<file path="src/core/aif_pkg.sv">
// package with register map, format fields and sequencing constants
// How it works
// - channel A samples two's complement when format bit 1 is zero, else offset binary
// - channel B samples two's complement when format bit 1 is zero, else offset binary
// - on reset release, defaults load from fuses, then calibration starts
// - calibration lasts about 200000 sampling clock cycles
// - writing one to bit 0 of control register zero when ready reloads format defaults and reruns fuse load and calibration; the bit self-clears during fuse load
package aif_pkg;
	localparam int ADDR_W = 8;
	localparam int DATA_W = 8;
	localparam logic [7:0] REG_CTRL0 = 8'h00;
	localparam logic [7:0] REG_FMT_A = 8'h8f;
	localparam logic [7:0] REG_FMT_B = 8'h92;
	localparam logic [7:0] FMT_RESET = 8'h00;
	localparam int FMT_BIT = 1;
	localparam int SW_RESET_BIT = 0;
	localparam int CAL_CYCLES = 200000;
	localparam int FUSE_CYCLES = 4;
	localparam int SAMPLE_W = 18;

	typedef enum logic [1:0] {
		AIF_IDLE,
		AIF_FUSE,
		AIF_CAL,
		AIF_READY
	} aif_state_e;

	// register access request
	typedef struct packed {
		logic wr;
		logic rd;
		logic [7:0] addr;
		logic [7:0] wdata;
	} aif_req_s;
endpackage
</file>
<file path="src/core/aif_fmt_conv.sv">
// one channel sample format converter
`timescale 1ns/1ps
`default_nettype none
module aif_fmt_conv import aif_pkg::*; #(
	parameter int W = SAMPLE_W
) (
	input wire logic clk_sys_i,
	input wire logic rst_i,
	input wire logic ce_i,
	input wire logic offset_bin_i,
	input wire logic [W-1:0] sample_i,
	output logic [W-1:0] sample_o
);
	// offset binary flips the msb of a two's complement code
	always_ff @(posedge clk_sys_i) begin
		if (rst_i) begin
			sample_o <= '0;
		end else if (ce_i) begin
			sample_o <= {sample_i[W-1] ^ offset_bin_i, sample_i[W-2:0]};
		end
	end
endmodule // aif_fmt_conv
`default_nettype wire

</file>
<file path="src/core/aif_init_fmt.sv">
// reset sequencer, register file and output formatting
`timescale 1ns/1ps
`default_nettype none
module aif_init_fmt import aif_pkg::*; #(
	parameter int CAL_LEN = CAL_CYCLES,
	parameter int W = SAMPLE_W
) (
	input wire logic clk_sys_i,
	input wire logic rst_i,
	input wire logic ce_i,
	input wire aif_req_s req_i,
	output logic [7:0] rdata_o,
	output logic rvalid_o,
	output logic busy_o,
	input wire logic [W-1:0] sample_a_i,
	input wire logic [W-1:0] sample_b_i,
	output logic [W-1:0] sample_a_o,
	output logic [W-1:0] sample_b_o
);
	localparam int CNT_W = $clog2(CAL_LEN + 1);
	aif_state_e state;
	logic [CNT_W-1:0] cnt;
	logic [7:0] channel_a_number_format;
	logic [7:0] channel_b_number_format;
	logic sw_reset;
	logic sw_req;
	logic fuse_load;
	logic ready;
	logic sw_accept;
	logic wr_ok;
	logic wr_fmt_a;
	logic wr_fmt_b;
	logic cal_done;
	logic next_busy;
	logic [7:0] next_rdata;

	// software reset request seen on the bus
	assign sw_req = req_i.wr && req_i.addr == REG_CTRL0 && req_i.wdata[SW_RESET_BIT];

	// defaults are forced while the fuse phase runs
	assign fuse_load = state == AIF_FUSE;

	// configuration is only accepted once calibration is over
	assign ready = state == AIF_READY;

	// a software reset is honoured only from the ready state
	assign sw_accept = sw_req && ready;

	// writes outside the ready state are dropped silently
	assign wr_ok = req_i.wr && ready;

	// per register write strobes
	assign wr_fmt_a = wr_ok && req_i.addr == REG_FMT_A;
	assign wr_fmt_b = wr_ok && req_i.addr == REG_FMT_B;

	// last calibration cycle, busy may drop at this edge
	assign cal_done = state == AIF_CAL && cnt == '0;

	// sequence: fuse load then calibration after any reset
	always_ff @(posedge clk_sys_i) begin
		if (rst_i) begin
			state <= AIF_IDLE;
			cnt <= '0;
		end else if (ce_i) begin
			case (state)
				AIF_IDLE: begin
					state <= AIF_FUSE;
					cnt <= CNT_W'(FUSE_CYCLES - 1);
				end
				AIF_FUSE: begin
					if (cnt == '0) begin
						state <= AIF_CAL;
						cnt <= CNT_W'(CAL_LEN - 1);
					end else begin
						cnt <= cnt - 1'b1;
					end
				end
				AIF_CAL: begin
					if (cnt == '0) begin
						state <= AIF_READY;
					end else begin
						cnt <= cnt - 1'b1;
					end
				end
				default: begin
					if (sw_reset) begin
						state <= AIF_IDLE;
					end
				end
			endcase
		end
	end

	// software reset bit, cleared by itself once defaults load
	always_ff @(posedge clk_sys_i) begin
		if (rst_i) begin
			sw_reset <= 1'b0;
		end else if (ce_i) begin
			if (sw_req && state == AIF_READY) begin
				sw_reset <= 1'b1;
			end else if (fuse_load) begin
				sw_reset <= 1'b0;
			end
		end
	end

	// channel a format register, defaults loaded while fuses read
	always_ff @(posedge clk_sys_i) begin
		if (rst_i) begin
			channel_a_number_format <= FMT_RESET;
		end else if (ce_i) begin
			if (fuse_load) begin
				channel_a_number_format <= FMT_RESET;
			end else if (wr_fmt_a) begin
				channel_a_number_format <= req_i.wdata;
			end
		end
	end

	// channel b format register, defaults loaded while fuses read
	always_ff @(posedge clk_sys_i) begin
		if (rst_i) begin
			channel_b_number_format <= FMT_RESET;
		end else if (ce_i) begin
			if (fuse_load) begin
				channel_b_number_format <= FMT_RESET;
			end else if (wr_fmt_b) begin
				channel_b_number_format <= req_i.wdata;
			end
		end
	end

	// read mux, unmapped addresses return zero
	always_comb begin
		next_rdata = '0;
		if (!req_i.rd) begin
			next_rdata = '0;
		end else if (req_i.addr == REG_CTRL0) begin
			next_rdata = {7'h00, sw_reset};
		end else if (req_i.addr == REG_FMT_A) begin
			next_rdata = channel_a_number_format;
		end else if (req_i.addr == REG_FMT_B) begin
			next_rdata = channel_b_number_format;
		end else begin
			next_rdata = '0;
		end
	end

	// read data and valid, one cycle after the request
	always_ff @(posedge clk_sys_i) begin
		if (rst_i) begin
			rdata_o <= '0;
			rvalid_o <= 1'b0;
		end else if (ce_i) begin
			rvalid_o <= req_i.rd;
			rdata_o <= next_rdata;
		end
	end

	// busy rises with an accepted software reset, falls after calibration
	always_comb begin
		next_busy = 1'b1;
		if (ready && !sw_reset && !sw_accept) begin
			next_busy = 1'b0;
		end
		if (cal_done) begin
			next_busy = 1'b0;
		end
	end

	// busy flag register, high while reset holds
	always_ff @(posedge clk_sys_i) begin
		if (rst_i) begin
			busy_o <= 1'b1;
		end else if (ce_i) begin
			busy_o <= next_busy;
		end
	end

	aif_fmt_conv #(.W(W)) u_conv_a (
		.clk_sys_i(clk_sys_i),
		.rst_i(rst_i),
		.ce_i(ce_i),
		.offset_bin_i(channel_a_number_format[FMT_BIT]),
		.sample_i(sample_a_i),
		.sample_o(sample_a_o)
	);

	aif_fmt_conv #(.W(W)) u_conv_b (
		.clk_sys_i(clk_sys_i),
		.rst_i(rst_i),
		.ce_i(ce_i),
		.offset_bin_i(channel_b_number_format[FMT_BIT]),
		.sample_i(sample_b_i),
		.sample_o(sample_b_o)
	);
endmodule // aif_init_fmt
`default_nettype wire

</file>
<file path="config.mk">
export PLATFORM = sky130hd
export DESIGN_NAME = aif_init_fmt
export DESIGN_NICKNAME = d
export VERILOG_FILES = /design/src/core/aif_pkg.sv /design/src/core/aif_fmt_conv.sv /design/src/core/aif_init_fmt.sv
export SDC_FILE = /design/constraint.sdc
export NUM_CORES = 1
export LEC_CHECK = 0
export BUFFER_PORTS_ARGS = -buffer_cell sky130_fd_sc_hd__buf_4
export CAP_MARGIN = 20
export CORE_MARGIN = 2
export CORE_UTILIZATION = 58
export CTS_BUF_LIST = sky130_fd_sc_hd__clkbuf_8
export CTS_CLUSTER_DIAMETER = 40
export DETAILED_ROUTE_END_ITERATION = 6
export PLACE_DENSITY = 0.88
export SETUP_SLACK_MARGIN = 0.05
export SYNTH_ARGS = -nofsm -noshare
export SYNTH_HDL_FRONTEND = slang
export SYNTH_SLANG_ARGS = --single-unit
export TNS_END_PERCENT = 100
</file>
<file path="constraint.sdc">
create_clock -name clk_sys_i -period 6.37 [get_ports clk_sys_i]
set_input_delay 0.637 -clock clk_sys_i [delete_from_list [all_inputs] [get_ports clk_sys_i]]
set_output_delay 0.637 -clock clk_sys_i [all_outputs]
set_load 0.01 [all_outputs]
</file>
==> results of run 1 <==
==> power groups by stage <==
stage,Combinational [W],Clock [W],Sequential (W)
final,0.000380,0.000348,0.000577
after detailed placement,0.000370,0,0.000588
after global placement,0.000359,0,0.000586
after CTS,0.000373,0.000350,0.000577
after floorplan,0.000271,0,0.000590
after global routing,0.000415,0.000376,0.000583
==> per-layer routing <==
layer | GRT usage | vias up | part of all wire
met5 | 0 | - | 0
met4 | 0.07869 | 0 | 0.010
met3 | 0.1250 | 10 | 0.094
met2 | 0.4363 | 160 | 0.48
met1 | 0.3279 | 1571 | 0.42
li1 | - | 1601 | -
==> worst max-delay path, stage by stage <==
cell	delay (ps)
buf_4	530
clkinv_1	550
nor2_1	350
nand2_1	120
a21oi_1	490
a31oi_1	190
a311oi_2	240
==> synth_stat cells, drive strengths merged <==
| cell | instances |
|---|---|
| nor3 | 16 |
| nand2b | 3 |
| a32o | 1 |
| a211oi | 3 |
| nand3 | 4 |
| a31oi | 3 |
| nor3b | 1 |
| inv | 8 |
| o21ai | 8 |
| and3 | 3 |
| mux2i | 37 |
| o2bb2ai | 2 |
| buf | 7 |
| clkbuf | 16 |
| nand2 | 17 |
| ha | 6 |
| nand4b | 2 |
| nor4 | 7 |
| nor2b | 1 |
| o22ai | 5 |
| a22oi | 15 |
| nor2 | 75 |
| o31ai | 1 |
| nor4bb | 1 |
| or3 | 6 |
| nand4 | 3 |
| clkinv | 1 |
| o2111a | 1 |
| a32oi | 1 |
| o211ai | 1 |
| a31o | 1 |
| or4 | 4 |
| xnor2 | 3 |
| a21o | 4 |
| a311oi | 3 |
| a22o | 10 |
| a221oi | 1 |
| dfxtp | 83 |
| nand3b | 4 |
| or4b | 1 |
| a21oi | 25 |
==> state kept, by name, summed over array words and instances, names as in the netlist, 2 cells and up <==
signal and cells:
cnt 18, u_conv_a.sample_o 18, u_conv_b.sample_o 18, channel_a_number_format 8, channel_b_number_format 8, rdata_o 8
state 2
==> worst max path at each step <==
| stage | startpoint | to | slack (ps) | cells after the start |
|---|---|---|---|---|
| after global placement | req_i[8] | channel_b_number_format[5] | 3290 | 5 |
| after floorplan | req_i[8] | channel_b_number_format[0] | 4080 | 5 |
| after global routing | ce_i | cnt[4] | 3360 | 7 |
| after CTS | req_i[8] | channel_b_number_format[4] | 3570 | 5 |
| after detailed placement | req_i[8] | channel_b_number_format[4] | 3200 | 5 |
| final | ce_i | cnt[4] | 3510 | 7 |
==> area by class of cell <==
cell class / count / area, um2
multi-input cells: 279 / 1795
flip-flops and latches: 83 / 1662
fillers: 426 / 1424
repair buffers: 103 / 770.7
clock buffers: 9 / 123.9
well taps: 75 / 93.84
clock inverters: 7 / 52.55
inverters: 9 / 33.78
==> layout by cell type (no fill, tap or decap), types with 2 or more instances in the layout <==
cell type and n:
buf_4 102, dfxtp_1 83, nor2_1 75, mux2i_1 37, a21oi_1 24, nand2_1 17
a22oi_1 15, nor3_1 13, a22o_1 10, inv_1 9, clkbuf_8 9, or3_1 6
ha_1 6, nor4_1 5, o21ai_0 5, o22ai_1 5, or4_1 4, a21o_1 4
nand3_1 4, nand3b_1 4, and3_1 3, nand2b_1 3, nand4_1 3, o21ai_1 3
a31oi_1 3, xnor2_1 3, a211oi_1 3, nor3_2 2, nor4_2 2, a311oi_1 2
o2bb2ai_1 2, nand4b_1 2, clkinvlp_4 2
==> cells by family after synthesis <==
kind of cell | count (synthesis)
simple gates | 148
compound gates | 85
flops | 83
mux | 37
buf+inv | 32
fa+ha+maj | 6
xor+xnor | 3
==> per-stage QoR <==
step | power, W | std cells | utilization | worst slack, ps
after global placement | 0.0009451 | 548 | 0.7305 | 3289
after CTS | 0.001300 | 564 | 0.7601 | 3573
after floorplan | 0.0008605 | 394 | - | 4085
after detailed placement | 0.0009585 | 548 | 0.7305 | 3204
final | 0.001305 | 565 | 0.7609 | 3512
after global routing | 0.001373 | 565 | 0.7609 | 3363
==> run_results.csv, run 1 <==
group,metric,value,unit
global_routing,overflow,0,
synthesis,yosysTopAreaCell,"dfxtp_1",
synthesis,muxShareOfSynthArea,0.1030,
global_routing,grt_max_degree,81,
drt,drt_iter0_drc,388,
synthesis,synthSimpleGateAreaFrac,0.2039,
setup_path,critPathArrivalTime,3130,ps
worst_hold_path,hp-class,"flop to flop",
clock_tree,post-cts-setup-buffers,0,
place,port_buffers,102,
synthesis,synth_xor_area_frac,0.007307,
finish,nets,548,
global_routing,grt_pass1_vias,3132,
pwr,seqPwrFrac,0.443,
synthesis,synth-compound-area-share,0.1642,
finish,drive_gt1_frac,0.2592,
sta,maxSlewViolCount,0,
finish,diodes,0,
worst_hold_path,min_delay_worst_endpoint,"busy_o",
setup_path,cp-start-kind,"input pin",
clock_tree,cts_resized,0,
clock_tree,clock_latency,370,ps
synthesis,yosysSeqAreaShare,0.4621,
sta,finalCritPeriodShare,0.4487,
sta,max_clock_freq,349.9,MHz
floorplanning,start_util,0.6038,
finish,area_delta_synth_final,26.03,%
sta,hold-worst-slack,480.6,ps
synthesis,synth_top_area_share,0.4621,
sta,final.min_clock_period,2858,ps
pwr,netSwitchingFraction,0.3523,
synthesis,syn_inst,394,
clock_tree,clock_path_buffers,2,
clock_tree,root_buffer,"clkbuf_8",
synthesis,synthAdderAreaFrac,0.02088,
sta,tns,0,ps
synthesis,netlist_area,3596,um2
place,place_hpwl,6128,um
global_routing,grt_pass1_wl,14170,um
floorplanning,coreArea,5956,um2
drt,vias,3342,
setup_path,cp.required,6650,ps
setup_path,rr_startpoint,"cnt[0]",
clock_tree,cts_made_buffers,9,
status,status,"complete, no violations",
pwr,p_clk_frac,0.266,
pwr,internal-power,0.0008452,W
setup_path,crit_path_end_kind,"flop",
setup_path,worst-setup-path-type,"input pin to flop",
floorplanning,rows,28,
floorplanning,die-area,6846,um2
floorplanning,die_h,82.74,um
global_routing,grtUsageTotal,0.2720,
sta,hold_viol,0,
pwr,switching_power,0.0004597,W
synthesis,synthTopCellsByArea,"dfxtp_1 (46%), mux2i_1 (10%), nor2_1 (7.8%)",
floorplanning,die_w,82.74,um
pwr,ir_drop,0.1887,mV
sta,setup-violations-final,0,
synthesis,avgSynthCellArea,9.127,um2
synthesis,yosysWarnings,0,
clock_tree,path_clk_slew,80,ps
worst_hold_path,hp-start,"busy_o",
job,maxCapViolCount,0,
synthesis,yosysUniqueCellTypes,49,
floorplanning,io_pins,103,
sta,worstMarginPinSlew,852.9,ps
place,place.gp.congestion,0.8527,
setup_path,ff2ff_path_depth,8,
drt,vias_per_cell,5.915,
global_routing,antenna_found_initial,0,
setup_path,r2r-end,"cnt[4]",
synthesis,synth-seq-cells,83,
synthesis,synth_top_family_by_area,"simple AND/OR/NAND/NOR gates",
pwr,p_per_area,287.9,nW/um2
sta,skew,10.26,ps
drt,drtPass1Iterations,5,
drt,drc,0,
setup_path,cp_max_fo,48,
setup_path,rrSetupSlack,3680,ps
clock_tree,cts_hold_buf,0,
finish,final_area,4532,um2
pwr,p_leak,1.987,nW
drt,wl_per_cell,15.86,um
synthesis,synth_fp_nets,457,
pwr,comb_power_share,0.291,
drt,ant_nets,0,
clock_tree,cts_max_level,3,
place,post_dp_cell_area,4350,um2
clock_tree,cts_tree,"done",
sta,rsz0062_at_grt,"no",
clock_tree,clkSinkCount,83,
worst_hold_path,whs_path_depth,2,
drt,routed_wl,8959,um
sta,slew-limit-headroom,0.4267,
Note: power is estimated with default switching activity, not from simulation.
==> run 2, diff against run 1 <==
--- a/config.mk
+++ b/config.mk
@@ -8,11 +8,11 @@
 export BUFFER_PORTS_ARGS = -buffer_cell sky130_fd_sc_hd__buf_4
 export CAP_MARGIN = 20
 export CORE_MARGIN = 2
-export CORE_UTILIZATION = 58
+export CORE_UTILIZATION = 48
 export CTS_BUF_LIST = sky130_fd_sc_hd__clkbuf_8
 export CTS_CLUSTER_DIAMETER = 40
 export DETAILED_ROUTE_END_ITERATION = 6
-export PLACE_DENSITY = 0.88
+export PLACE_DENSITY = 0.78
 export SETUP_SLACK_MARGIN = 0.05
 export SYNTH_ARGS = -nofsm -noshare
 export SYNTH_HDL_FRONTEND = slang
==> constraint.sdc (replaced) <==
create_clock -name clk_sys_i -period 2.5 [get_ports clk_sys_i]
set_input_delay 0.25 -clock clk_sys_i [delete_from_list [all_inputs] [get_ports clk_sys_i]]
set_output_delay 0.25 -clock clk_sys_i [all_outputs]
set_load 0.01 [all_outputs]
==> run_results.csv, run 2 (synthesis gave the netlist of run 1 again) <==
group,metric,value,unit
status,status,"complete, no violations",
drt,routed_wl,9059,um
finish,drive_gt1_frac,0.2780,
floorplanning,rows,31,
place,place.gp.congestion,0.9010,
sta,setup-violations-final,0,
finish,final_area,4718,um2
place,post_dp_cell_area,4463,um2
worst_hold_path,whs_path_depth,2,
global_routing,antenna_found_initial,0,
finish,area_delta_synth_final,31.21,%
finish,final_cell_mix,"buf_4 (113), dfxtp_1 (83), nor2_1 (75)",
clock_tree,cts_hold_buf,0,
floorplanning,coreArea,7253,um2
global_routing,overflow,0,
setup_path,critPathSlowestCell,"or4b_1",
floorplanning,start_util,0.4958,
global_routing,grt_pass1_vias,3212,
finish,nets,558,
clock_tree,clkSinkCount,83,
finish,seq_area,1662,um2
drt,vias_per_cell,5.674,
drt,vias,3399,
finish,final_util,0.6505,
setup_path,r2r-end,"cnt[14]",
setup_path,slowest_delay,480,ps
drt,drt_iter0_drc,350,
finish,n_fill_cell,611,
sta,tns,0,ps
setup_path,crit_family,"simple AND/OR/NAND/NOR gates",
sta,max_clock_freq,430.4,MHz
floorplanning,die-area,8200,um2
sta,finalCritPeriodShare,0.9294,
finish,diodes,0,
worst_hold_path,min_delay_worst_endpoint,"channel_b_number_format[4]",
finish,final_common_cell,"buf_4",
place,place_hpwl,6401,um
worst_hold_path,hp-class,"input pin to flop",
clock_tree,cts_tree,"done",
setup_path,path_depth,9,
pwr,p_per_area,767.8,nW/um2
job,maxCapViolCount,0,
setup_path,ff2ff_path_depth,9,
floorplanning,io_pins,103,
sta,maxSlewViolCount,0,
setup_path,rr_startpoint,"cnt[0]",
clock_tree,cts_max_level,3,
setup_path,crit_chain,"inv_1 -> ha_1 -> or4b_1 -> buf_4 -> nor4_4 -> nand3b_1 -> mux2i_1 -> or3_1 -> a21oi_1",
setup_path,rrSetupSlack,180,ps
sta,final.min_clock_period,2323,ps
setup_path,cp-start-kind,"flop",
drt,ant_nets,0,
clock_tree,clock_latency,350,ps
clock_tree,cts_made_buffers,9,
sta,skew,11.37,ps
place,port_buffers,102,
sta,hold_viol,0,
setup_path,critPathArrivalTime,2600,ps
setup_path,cp.buffers_inverters,2,
finish,multiInputGateArea,1813,um2
global_routing,grt_pass1_wl,14880,um
sta,rsz0062_at_grt,"yes",
pwr,p_leak,2.075,nW
setup_path,cp.required,2770,ps
setup_path,worst-setup-path-type,"flop to flop",
setup_path,crit_path_end_kind,"flop",
finish,top_regs,"cnt (18), u_conv_a.sample_o (18), u_conv_b.sample_o (18)",
clock_tree,clock_path_buffers,2,
pwr,ir_drop,0.4879,mV
drt,drc,0,
sta,slew-limit-headroom,0.4560,
drt,wl_per_cell,15.12,um
clock_tree,path_clk_slew,90,ps
worst_hold_path,hp-start,"req_i[4]",
clock_tree,root_buffer,"clkbuf_8",
drt,drtPass1Iterations,5,
floorplanning,die_w,90.56,um
sta,worstMarginPinSlew,815.9,ps
global_routing,grt_max_degree,81,
global_routing,grtUsageTotal,0.2208,
setup_path,cp_max_fo,5,
floorplanning,die_h,90.56,um
-- run 2: power by group --
part	internal, W	leakage (nW)	switching (W)
sequential	0.00140	0.678	0.0000718
combinational	0.000443	1.27	0.000595
clock	0.000643	0.124	0.000470
total	0.00249	2.08	0.00114
-- run 2: how the worst max path moves through the flow --
stage | startpoint | end | slack, ps
after CTS | cnt[0] | cnt[4] | 70
after detailed placement | cnt[0] | cnt[4] | 90
after global placement | cnt[0] | cnt[4] | 160
after floorplan | cnt[0] | cnt[4] | 320
after global routing | cnt[0] | cnt[0] | 10
final | cnt[0] | cnt[14] | 180
-- run 2: through the flow --
stage	total power [W]	setup WS (ps)	instances	hold slack, ps
floorplan	0.002193	325.0	394	375.7
global placement	0.002471	161.1	583	454.8
detailed placement	0.002490	92.08	583	458.9
CTS	0.003595	65.37	599	113.1
global route	0.003797	13.44	599	116.2
finish	0.003622	176.5	599	120.5
-- run 2: layout make-up --
type | instances | area share
multi-input cells | 279 | 0.3842
repair buffers | 113 | 0.1798
well taps | 99 | 0.02625
clock buffers | 12 | 0.03500
inverters | 9 | 0.007160
clock inverters | 4 | 0.01538
flip-flops and latches | 83 | 0.3522
-- run 2: what timing repair did --
action,CTS,global route
endpoints found under the setup margin,0,18
setup buffers,0,0
gates resized for setup,0,4
-- run 2: per-layer routing --
layer,track usage,share of wire,vias up
li1,-,-,1621
met1,0.2748,0.42,1609
met2,0.3483,0.46,148
met3,0.07012,0.088,21
met4,0.1026,0.023,0
met5,0,0,-
